`config.mk`:
```
export PLATFORM = sky130hd
export DESIGN_NAME = msio_motion_sync
export DESIGN_NICKNAME = d
export VERILOG_FILES = /design/src/msio_pkg.sv /design/src/msio_motion_sync.sv
export SDC_FILE = /design/constraint.sdc
export NUM_CORES = 2
export LEC_CHECK = 0
export CAP_MARGIN = 20
export CORE_AREA = 2 2 257 259
export CTS_CLUSTER_DIAMETER = 80
export DETAILED_ROUTE_END_ITERATION = 8
export DIE_AREA = 0 0 259 261
export DONT_BUFFER_PORTS = 1
export HOLD_SLACK_MARGIN = 0.08
export PLACE_DENSITY = 0.82
export SYNTH_ARGS = -nofsm -noshare
export SYNTH_HDL_FRONTEND = slang
export SYNTH_SLANG_ARGS = --single-unit
```
`constraint.sdc`:
```
create_clock -name clk_sys -period 41.5 [get_ports clk_sys]
set_input_delay 8.3 -clock clk_sys [delete_from_list [all_inputs] [get_ports clk_sys]]
set_output_delay 8.3 -clock clk_sys [all_outputs]
set_load 0.02 [all_outputs]
```
`src/msio_pkg.sv`:
```
package msio_pkg;
	// ----------------------------------------
	// timing
	// ----------------------------------------
	localparam int unsigned CLK_HZ = 10_000_000;
	localparam int unsigned US_TIME = 1;
	localparam logic [3:0] US_CYCLES = 4'((US_TIME * CLK_HZ + 999_999) / 1_000_000);
	// ----------------------------------------
	// register offsets
	// ----------------------------------------
	localparam logic [7:0] OFS_IN_FLAGS = 8'h00;
	localparam logic [7:0] OFS_DEAD_TIME = 8'h04;
	localparam logic [7:0] OFS_TGT_STEPS = 8'h08;
	localparam logic [7:0] OFS_TGT_FRAC = 8'h0c;
	localparam logic [7:0] OFS_SPEED = 8'h10;
	localparam logic [7:0] OFS_SPEED_FRAC = 8'h14;
	localparam logic [7:0] OFS_OUT_FLAGS = 8'h18;
	localparam logic [7:0] OFS_PULSE_WIDTH = 8'h1c;
	localparam logic [7:0] OFS_PULSE_INTERVAL = 8'h20;
	localparam logic [7:0] OFS_TOL_STEPS = 8'h24;
	localparam logic [7:0] OFS_TOL_FRAC = 8'h28;
	localparam logic [7:0] OFS_STATUS = 8'h2c;
	localparam logic [7:0] OFS_QUEUE_FRAC = 8'h30;
	localparam logic [7:0] OFS_QUEUE_STEPS = 8'h34;
	// ----------------------------------------
	// fields and reset values
	// ----------------------------------------
	localparam int unsigned IN_FLAGS_W = 3;
	localparam int unsigned OUT_FLAGS_W = 7;
	localparam int unsigned QUEUE_DEPTH = 4;
	localparam int unsigned QPTR_W = 2;
	localparam logic [IN_FLAGS_W-1:0] IN_FLAGS_RST = 3'h0;
	localparam logic [OUT_FLAGS_W-1:0] OUT_FLAGS_RST = 7'h00;
	localparam logic [15:0] DEAD_TIME_RST = 16'h0000;
	localparam logic [15:0] PULSE_WIDTH_RST = 16'h0001;
	localparam logic [15:0] PULSE_INTERVAL_RST = 16'h0001;
	// ----------------------------------------
	// carriers
	// ----------------------------------------
	typedef struct packed {
		logic trigger_in_absolute_target;
		logic trigger_in_falling_edge;
		logic trigger_in_enable;
	} msio_in_flags_s;
	typedef struct packed {
		logic pulse_periodic_enable;
		logic pulse_on_motion_end;
		logic pulse_on_motion_begin;
		logic pulse_out_step_units;
		logic pulse_out_active_low;
		logic pulse_out_fixed_level;
		logic pulse_out_enable;
	} msio_out_flags_s;
	typedef struct packed {
		logic absolute;
		logic signed [31:0] steps;
		logic signed [15:0] target_fraction_microsteps;
		logic [31:0] speed;
		logic [7:0] target_speed_fraction;
	} msio_move_s;
	typedef struct packed {
		logic signed [31:0] steps;
		logic signed [15:0] frac;
	} msio_qent_s;
endpackage

```
`src/msio_motion_sync.sv`:
```
`timescale 1ns/1ps
module msio_motion_sync (
	// clock and reset
	input wire logic clk_sys,
	input wire logic reset_n,
	// register port
	input wire logic [7:0] reg_addr,
	input wire logic [31:0] reg_wdata,
	input wire logic reg_wr,
	input wire logic reg_rd,
	output logic [31:0] reg_rdata,
	// sync pins
	input wire logic sync_in_pin,
	output logic sync_out_pin,
	// motion core
	input wire logic motion_active,
	input wire logic motion_step_tick,
	input wire logic motor_is_stepper,
	input wire logic [3:0] microstep_shift,
	input wire logic signed [31:0] pos_steps,
	input wire logic signed [15:0] pos_frac,
	output logic move_start,
	output msio_pkg::msio_move_s move_cmd
);
	import msio_pkg::*;

	// ----------------------------------------
	// reset release
	// ----------------------------------------
	logic [1:0] rst_sync_q;
	logic rst_n_q;
	always_ff @(posedge clk_sys or negedge reset_n) begin
		if (!reset_n) begin
			rst_sync_q <= 2'h0;
		end else begin
			rst_sync_q <= {rst_sync_q[0], 1'b1};
		end
	end
	assign rst_n_q = rst_sync_q[1];
	// ----------------------------------------
	// configuration registers
	// ----------------------------------------
	msio_in_flags_s in_flags_q;
	msio_out_flags_s out_flags_q;
	logic [15:0] dead_q;
	logic signed [31:0] tgt_steps_q;
	logic signed [15:0] tgt_frac_q;
	logic [31:0] speed_q;
	logic [7:0] speed_frac_q;
	logic [15:0] width_q;
	logic [15:0] interval_q;
	logic [31:0] tol_q;
	logic [7:0] tol_frac_q;
	logic signed [15:0] qfrac_q;
	always_ff @(posedge clk_sys or negedge rst_n_q) begin
		if (!rst_n_q) begin
			in_flags_q <= IN_FLAGS_RST;
			out_flags_q <= OUT_FLAGS_RST;
			dead_q <= DEAD_TIME_RST;
			tgt_steps_q <= 32'h0;
			tgt_frac_q <= 16'h0;
			speed_q <= 32'h0;
			speed_frac_q <= 8'h0;
			width_q <= PULSE_WIDTH_RST;
			interval_q <= PULSE_INTERVAL_RST;
			tol_q <= 32'h0;
			tol_frac_q <= 8'h0;
			qfrac_q <= 16'h0;
		end else if (reg_wr) begin
			unique case (reg_addr)
				OFS_IN_FLAGS: in_flags_q <= reg_wdata[IN_FLAGS_W-1:0];
				OFS_DEAD_TIME: dead_q <= reg_wdata[15:0];
				OFS_TGT_STEPS: tgt_steps_q <= reg_wdata;
				OFS_TGT_FRAC: tgt_frac_q <= reg_wdata[15:0];
				OFS_SPEED: speed_q <= reg_wdata;
				OFS_SPEED_FRAC: speed_frac_q <= reg_wdata[7:0];
				OFS_OUT_FLAGS: out_flags_q <= reg_wdata[OUT_FLAGS_W-1:0];
				OFS_PULSE_WIDTH: width_q <= reg_wdata[15:0];
				OFS_PULSE_INTERVAL: interval_q <= reg_wdata[15:0];
				OFS_TOL_STEPS: tol_q <= reg_wdata;
				OFS_TOL_FRAC: tol_frac_q <= reg_wdata[7:0];
				OFS_QUEUE_FRAC: qfrac_q <= reg_wdata[15:0];
				default: ;
			endcase
		end
	end

	// ----------------------------------------
	// input synchroniser and edge detect
	// ----------------------------------------
	logic [2:0] sin_q;
	logic sin_level_q;
	logic rise;
	logic fall;
	always_ff @(posedge clk_sys or negedge rst_n_q) begin
		if (!rst_n_q) begin
			sin_q <= 3'h0;
			sin_level_q <= 1'b0;
		end else begin
			sin_q <= {sin_q[1:0], sync_in_pin};
			if (sin_q[1] == sin_q[2]) begin
				sin_level_q <= sin_q[2];
			end
		end
	end
	assign rise = (sin_q[1] == sin_q[2]) && sin_q[2] && !sin_level_q;
	assign fall = (sin_q[1] == sin_q[2]) && !sin_q[2] && sin_level_q;

	// ----------------------------------------
	// trigger qualification and dead time
	// ----------------------------------------
	logic [15:0] dead_cnt_q;
	logic [3:0] dead_pre_q;
	logic dead_active;
	logic edge_sel;
	logic trig;
	assign dead_active = dead_cnt_q != 16'h0;
	assign edge_sel = in_flags_q.trigger_in_falling_edge ? fall : rise;
	assign trig = in_flags_q.trigger_in_enable && edge_sel && !dead_active;
	always_ff @(posedge clk_sys or negedge rst_n_q) begin
		if (!rst_n_q) begin
			dead_cnt_q <= 16'h0;
			dead_pre_q <= 4'h0;
		end else if (trig) begin
			dead_cnt_q <= dead_q;
			dead_pre_q <= US_CYCLES - 4'h1;
		end else if (dead_active) begin
			if (dead_pre_q == 4'h0) begin
				dead_pre_q <= US_CYCLES - 4'h1;
				dead_cnt_q <= dead_cnt_q - 16'h1;
			end else begin
				dead_pre_q <= dead_pre_q - 4'h1;
			end
		end
	end

	// ----------------------------------------
	// queued command buffer
	// ----------------------------------------
	msio_qent_s qmem [QUEUE_DEPTH];
	logic [QPTR_W-1:0] qwr_q;
	logic [QPTR_W-1:0] qrd_q;
	logic [QPTR_W:0] qcnt_q;
	logic qpush;
	logic qpop;
	assign qpush = reg_wr && (reg_addr == OFS_QUEUE_STEPS) && (qcnt_q != (QPTR_W+1)'(QUEUE_DEPTH));
	assign qpop = trig && (qcnt_q != '0);
	always_ff @(posedge clk_sys) begin
		if (qpush) begin
			qmem[qwr_q] <= {reg_wdata, qfrac_q};
		end
	end

	always_ff @(posedge clk_sys or negedge rst_n_q) begin
		if (!rst_n_q) begin
			qwr_q <= '0;
			qrd_q <= '0;
			qcnt_q <= '0;
		end else begin
			if (qpush) begin
				qwr_q <= qwr_q + QPTR_W'(1);
			end
			if (qpop) begin
				qrd_q <= qrd_q + QPTR_W'(1);
			end
			if (qpush && !qpop) begin
				qcnt_q <= qcnt_q + (QPTR_W+1)'(1);
			end else if (qpop && !qpush) begin
				qcnt_q <= qcnt_q - (QPTR_W+1)'(1);
			end
		end
	end

	// ----------------------------------------
	// move launch
	// ----------------------------------------
	function automatic logic signed [47:0] to_us(input logic signed [31:0] s,
			input logic signed [15:0] f, input logic [3:0] sh);
		to_us = ($signed({{16{s[31]}}, s}) <<< sh) + $signed({{32{f[15]}}, f});
	endfunction
	logic signed [31:0] launch_steps;
	logic signed [15:0] launch_frac;
	logic signed [47:0] pos_us;
	logic signed [47:0] tgt_us_q;
	assign launch_steps = qpop ? qmem[qrd_q].steps : tgt_steps_q;
	assign launch_frac = qpop ? qmem[qrd_q].frac : tgt_frac_q;
	assign pos_us = to_us(pos_steps, pos_frac, microstep_shift);
	always_ff @(posedge clk_sys or negedge rst_n_q) begin
		if (!rst_n_q) begin
			move_start <= 1'b0;
			move_cmd <= '0;
			tgt_us_q <= 48'h0;
		end else begin
			move_start <= trig;
			if (trig) begin
				move_cmd.absolute <= in_flags_q.trigger_in_absolute_target;
				move_cmd.steps <= launch_steps;
				move_cmd.target_fraction_microsteps <= launch_frac;
				move_cmd.speed <= speed_q;
				move_cmd.target_speed_fraction <= speed_frac_q;
				if (in_flags_q.trigger_in_absolute_target) begin
					tgt_us_q <= to_us(launch_steps, launch_frac, microstep_shift);
				end else begin
					tgt_us_q <= pos_us + to_us(launch_steps, launch_frac, microstep_shift);
				end
			end
		end
	end

	// ----------------------------------------
	// target neighbourhood
	// ----------------------------------------
	logic signed [47:0] diff;
	logic [47:0] abs_diff;
	logic [47:0] tol_us;
	logic in_tol;
	logic in_tol_q;
	logic motion_q;
	logic tracking_q;
	logic begin_evt;
	logic end_evt;
	assign diff = pos_us - tgt_us_q;
	assign abs_diff = diff[47] ? 48'(-diff) : 48'(diff);
	assign tol_us = ({16'h0, tol_q} << microstep_shift)
		+ (motor_is_stepper ? {40'h0, tol_frac_q} : 48'h0);
	assign in_tol = abs_diff <= tol_us;
	assign begin_evt = motion_active && !motion_q;
	assign end_evt = tracking_q && ((!motion_active && motion_q) || (in_tol && !in_tol_q));
	always_ff @(posedge clk_sys or negedge rst_n_q) begin
		if (!rst_n_q) begin
			in_tol_q <= 1'b0;
			motion_q <= 1'b0;
			tracking_q <= 1'b0;
		end else begin
			in_tol_q <= in_tol;
			motion_q <= motion_active;
			if (begin_evt) begin
				tracking_q <= 1'b1;
			end else if (end_evt) begin
				tracking_q <= 1'b0;
			end
		end
	end

	// ----------------------------------------
	// periodic counter
	// ----------------------------------------
	logic [15:0] per_cnt_q;
	logic period_evt;
	assign period_evt = out_flags_q.pulse_periodic_enable && motion_step_tick
		&& (per_cnt_q + 16'h1 >= interval_q);
	always_ff @(posedge clk_sys or negedge rst_n_q) begin
		if (!rst_n_q) begin
			per_cnt_q <= 16'h0;
		end else if (!out_flags_q.pulse_periodic_enable || period_evt) begin
			per_cnt_q <= 16'h0;
		end else if (motion_step_tick) begin
			per_cnt_q <= per_cnt_q + 16'h1;
		end
	end

	// ----------------------------------------
	// pulse generator
	// ----------------------------------------
	logic pulse_req;
	logic pulse_q;
	logic [15:0] pw_cnt_q;
	logic [3:0] pw_pre_q;
	logic pw_tick;
	assign pulse_req = (out_flags_q.pulse_on_motion_begin && begin_evt)
		|| (out_flags_q.pulse_on_motion_end && end_evt) || period_evt;
	assign pw_tick = out_flags_q.pulse_out_step_units ? motion_step_tick : (pw_pre_q == 4'h0);
	always_ff @(posedge clk_sys or negedge rst_n_q) begin
		if (!rst_n_q) begin
			pulse_q <= 1'b0;
			pw_cnt_q <= 16'h0;
			pw_pre_q <= 4'h0;
		end else if (pulse_req) begin
			pulse_q <= 1'b1;
			pw_cnt_q <= width_q;
			pw_pre_q <= US_CYCLES - 4'h1;
		end else if (pulse_q) begin
			pw_pre_q <= (pw_pre_q == 4'h0) ? US_CYCLES - 4'h1 : pw_pre_q - 4'h1;
			if (pw_tick) begin
				if (pw_cnt_q <= 16'h1) begin
					pulse_q <= 1'b0;
				end
				pw_cnt_q <= pw_cnt_q - 16'h1;
			end
		end
	end

	always_ff @(posedge clk_sys or negedge rst_n_q) begin
		if (!rst_n_q) begin
			sync_out_pin <= 1'b0;
		end else if (out_flags_q.pulse_out_enable) begin
			sync_out_pin <= pulse_q ^ out_flags_q.pulse_out_active_low;
		end else begin
			sync_out_pin <= out_flags_q.pulse_out_fixed_level;
		end
	end

	// ----------------------------------------
	// register read
	// ----------------------------------------
	logic [31:0] rd_mux;
	always_comb begin
		rd_mux = 32'h0;
		unique case (reg_addr)
			OFS_IN_FLAGS: rd_mux = {29'h0, in_flags_q};
			OFS_DEAD_TIME: rd_mux = {16'h0, dead_q};
			OFS_TGT_STEPS: rd_mux = tgt_steps_q;
			OFS_TGT_FRAC: rd_mux = {16'h0, tgt_frac_q};
			OFS_SPEED: rd_mux = speed_q;
			OFS_SPEED_FRAC: rd_mux = {24'h0, speed_frac_q};
			OFS_OUT_FLAGS: rd_mux = {25'h0, out_flags_q};
			OFS_PULSE_WIDTH: rd_mux = {16'h0, width_q};
			OFS_PULSE_INTERVAL: rd_mux = {16'h0, interval_q};
			OFS_TOL_STEPS: rd_mux = tol_q;
			OFS_TOL_FRAC: rd_mux = {24'h0, tol_frac_q};
			OFS_STATUS: rd_mux = {24'h0, qcnt_q, in_tol_q, pulse_q, dead_active, sin_level_q, tracking_q};
			OFS_QUEUE_FRAC: rd_mux = {16'h0, qfrac_q};
			default: rd_mux = 32'h0;
		endcase
	end

	always_ff @(posedge clk_sys or negedge rst_n_q) begin
		if (!rst_n_q) begin
			reg_rdata <= 32'h0;
		end else begin
			reg_rdata <= reg_rd ? rd_mux : 32'h0;
		end
	end

	// ----------------------------------------
	// checks
	// ----------------------------------------
	chk_disabled_no_launch: assert property (@(posedge clk_sys) disable iff (!rst_n_q)
		!in_flags_q.trigger_in_enable |=> !move_start)
		else $error("launch while input trigger disabled");
	chk_dead_blocks_launch: assert property (@(posedge clk_sys) disable iff (!rst_n_q)
		dead_active |=> !move_start)
		else $error("launch during dead time");
	chk_edge_launches: assert property (@(posedge clk_sys) disable iff (!rst_n_q)
		(in_flags_q.trigger_in_enable && !dead_active && !in_flags_q.trigger_in_falling_edge && rise)
		|=> move_start ##1 !move_start)
		else $error("rising edge did not launch one move");
	chk_abs_select: assert property (@(posedge clk_sys) disable iff (!rst_n_q)
		move_start |-> move_cmd.absolute == $past(in_flags_q.trigger_in_absolute_target))
		else $error("absolute flag not applied to move");
	chk_fixed_level: assert property (@(posedge clk_sys) disable iff (!rst_n_q)
		!out_flags_q.pulse_out_enable ##1 !out_flags_q.pulse_out_enable
		|-> sync_out_pin == $past(out_flags_q.pulse_out_fixed_level))
		else $error("output not at fixed level");
	chk_out_polarity: assert property (@(posedge clk_sys) disable iff (!rst_n_q)
		out_flags_q.pulse_out_enable |=> sync_out_pin == ($past(pulse_q) ^ $past(out_flags_q.pulse_out_active_low)))
		else $error("output polarity wrong");
	chk_begin_pulse: assert property (@(posedge clk_sys) disable iff (!rst_n_q)
		(out_flags_q.pulse_on_motion_begin && begin_evt) |=> pulse_q)
		else $error("no pulse at motion begin");
	chk_queue_pop: assert property (@(posedge clk_sys) disable iff (!rst_n_q)
		(qpop && !qpush) |=> qcnt_q == $past(qcnt_q) - 3'h1 && move_cmd.steps == $past(qmem[qrd_q].steps))
		else $error("queued command not launched and removed");
endmodule

```
==> results.md <==
* Violated checks: antenna rules, DRC
* Starting DRT DRC Count at 4309
* CTS H-tree depth at 2
* Die H at approximately 260 microns
* Sequential share of the synthesized area at 0.377
* P_int at 1.42 mW
* Part of the cycle the worst path needs at 0.450
* Setup TNS at 0 ns
* First drt pass iteration count at 9
* CP required at 42.03 ns
* Die Wd at 259 microns
* Max VDD drop at 0.0000501 V
* Max clock buf depth at 3
* Startpoint types: primary input
* GRT overflow at 0
* Worst-path clk slew at around 0.070 ns
* Placed wire-length estimate at 109000 microns
* Clock Skew at 0.0817 ns
* Setup bufs post-CTS at 0
* Static Leak at 21.2 nW
* Final Power at 2.34 mW
* Final hold vios at 0
* Sequential share of power at 0.311
* Post-synthesis sequential element count at 638
* Fin cells at around 5400
* Cells after Synth at around 4600
* Drt total wl at roughly 150000 microns
* Pwr dens at 49.2 nW/um^2
* Clock sink count at 638
* Final Max Slew Viols at 0
* Nets at between 4000 and 5000
* Slowest cell on the critical path: buf_4
* Switching Share at 0.394
* I/O Pins at roughly 220
* RSZ-0062 raised after global routing: false
* GR Util All Layers at 0.442
* Dominant cell type by area after synthesis: dfrtp_1
* Setup Viol. Count Final at 0
* Final Util at 0.733
* Status: complete, but fails checks
* Root buffer cell: clkbuf_16
* Via count at 38036
* Clk pwr share at 0.254
* Port bufs at 0
* # rows at 94
* Clock Latency Late Sink at 0.71 ns
* CTS tree: yes
* Maximum fanout along the worst path at 65
* GP Congestion at ~1.0
* Yosys cell types at 100
* WP data arrival at 19.21 ns
* Antenna violations before repair at 7
* First-pass GRT wire length at between 200000 and 250000 microns
* Vias/cell at 7.07
* Asr flop ratio synth at 0.699
* CP peak stage delay at 0.73 ns
* # resized after CTS at 0
* Area growth syn-to-layout at 6.13%
* Rel. slew slack at 0.167
* Number of antenna-violating nets in the routed design at 1
* Top FF cell, synth: dfrtp_1
* Synth Cell Area at 44900 sq um
* Post-synth top area share at 0.247
* DRC viols at 9
* Pin count of the biggest net entering global routing at roughly 140
* Leading cell type in the layout, fill and taps excluded: nand2_1
* Synth Area per Inst at 9.79 sq um
* Crit Path Class: in -> reg
* Number of global-route vias before repair at roughly 37000
* Ys Warns at 0
* Share of post-route cells with drive strength above 1 at 0.127
* Hold WC Path Type: reg -> async
* TritonCTS buffer count at 61
* Fmax at between 0.05 and 0.06 GHz
* DR WL/cell at 28.1 microns
* Placed Instances at 5251
* Most frequent cells in the layout: nand2_1, dfrtp_1, a21oi_1
* Ranking of synthesized cells by area: dfrtp_1, edfxtp_1, ha_1
* Core ar. at approximately 65000 sq um
* Top Family by Delay on Critical Path: compound AO/OA/AOI/OAI gates
* Combinational share of power at 0.436
* Tightest Pin Transition at 1.22 ns
* Post-cts hold buffer count at 0
* Crit end category: register
* EDFF count, synth at around 190
* Maxcap violations at 0
* Die ar. at slightly below 70000 sq um
* Worst path bufs/invs at 4
* Sw power at 0.923 mW
* Starting density of the core at 0.690
* Final min period at 18.69 ns
path summary, 6_finish.rpt:
path	start	end	slack, ns	cells after the start
hold reg to reg	rst_sync_q[1]	reg_rdata[16]	0.30	0
setup reg to reg	dead_cnt_q[7]	tgt_us_q[47]	30.53	33
setup / recovery	microstep_shift[2]	pw_cnt_q[2]	22.81	45
max in group asynchronous	reset_n	rst_sync_q[1]	34.14	0
hold / removal	rst_sync_q[1]	reg_rdata[16]	0.30	0
min in group clk_sys	sin_q[0]	sin_q[1]	0.35	0
area by class of cell:
| class | count | area (sq um) |
|---|---|---|
| Clock inverter | 27 | 307 |
| Clock buffer | 89 | 1860 |
| Timing Repair Buffer | 42 | 348 |
| Inverter | 151 | 568 |
| Multi-Input combinational cell | 3560 | 26500 |
| Tap cell | 864 | 1080 |
| Fill cell | 4545 | 17400 |
| Antenna cell | 8 | 20.0 |
| Sequential cell | 638 | 16900 |
metrics by stage:
step	setup slack [ns]	area [sq um]	hold slack [ns]
finish	22.81	47600	0.303
global route	22.11	47600	0.355
CTS	22.76	47600	0.355
detailed placement	22.13	45400	0.341
global placement	22.36	45400	0.334
floorplan	22.53	44900	0.331
registers in the layout (all words and copies together), names as in the netlist, 4 cells and up:
signal and flops:
dead_cnt_q 16, dead_pre_q 4, dead_q 16, interval_q 16, move_cmd 89, out_flags_q 7
per_cnt_q 16, pw_cnt_q 16, pw_pre_q 4, qfrac_q 16, qmem 192, reg_rdata 32
speed_frac_q 8, speed_q 32, tgt_frac_q 16, tgt_steps_q 32, tgt_us_q 48, tol_frac_q 8
tol_q 32, width_q 16
power by group through the flow:
| stage | Combinational [mW] | Sequential [mW] | Clock (mW) |
|---|---|---|---|
| 2_1_floorplan | 0.763 | 0.726 | 0 |
| 3_3_place_gp | 0.974 | 0.735 | 0 |
| 3_5_place_dp | 0.985 | 0.736 | 0 |
| 4_1_cts | 0.998 | 0.726 | 0.593 |
| 5_1_grt | 1.12 | 0.730 | 0.616 |
| 6_report | 1.02 | 0.728 | 0.594 |
cell families (layout without fill, tap and decap cells):
family | count (synthesis) | count (layout) | synth area share
multiplexers | 560 | 560 | 0.157
AND/OR/NAND/NOR | 1289 | 1289 | 0.134
AO/OA/AOI/OAI | 1147 | 1147 | 0.165
buffers and inverters | 389 | 309 | 0.0331
other | 1 | 10 | 0.0000835
XOR/XNOR | 279 | 279 | 0.0544
flip-flops | 638 | 638 | 0.377
adder cells (fa/ha/maj) | 283 | 283 | 0.0798
routing by layer:
| metal | GRT usage | part of all wire | up-vias | wire, microns |
|---|---|---|---|---|
| met5 | 0.00486 | 0.00033 | - | 50 |
| met4 | 0.351 | 0.094 | 8 | 14200 |
| met3 | 0.112 | 0.10 | 707 | 15700 |
| met2 | 0.696 | 0.45 | 2347 | 68100 |
| met1 | 0.518 | 0.35 | 18314 | 53400 |
| li1 | - | - | 16660 | - |
Yosys cell counts, types with 41 or more instances:
| cell | n |
|---|---|
| clkbuf_1 | 177 |
| buf_1 | 41 |
| nor2_1 | 297 |
| ha_1 | 276 |
| inv_1 | 150 |
| a21oi_1 | 332 |
| mux2i_1 | 198 |
| xnor2_1 | 183 |
| nor2b_1 | 48 |
| xor2_1 | 96 |
| o21ai_0 | 254 |
| mux4_2 | 87 |
| nor3_1 | 70 |
| nand4_1 | 63 |
| nand2_1 | 534 |
| edfxtp_1 | 192 |
| a21o_1 | 133 |
| dfrtp_1 | 444 |
| nand3_1 | 75 |
| mux2_2 | 275 |
| a211oi_1 | 46 |
Note: power is estimated with default switching activity, not from simulation.
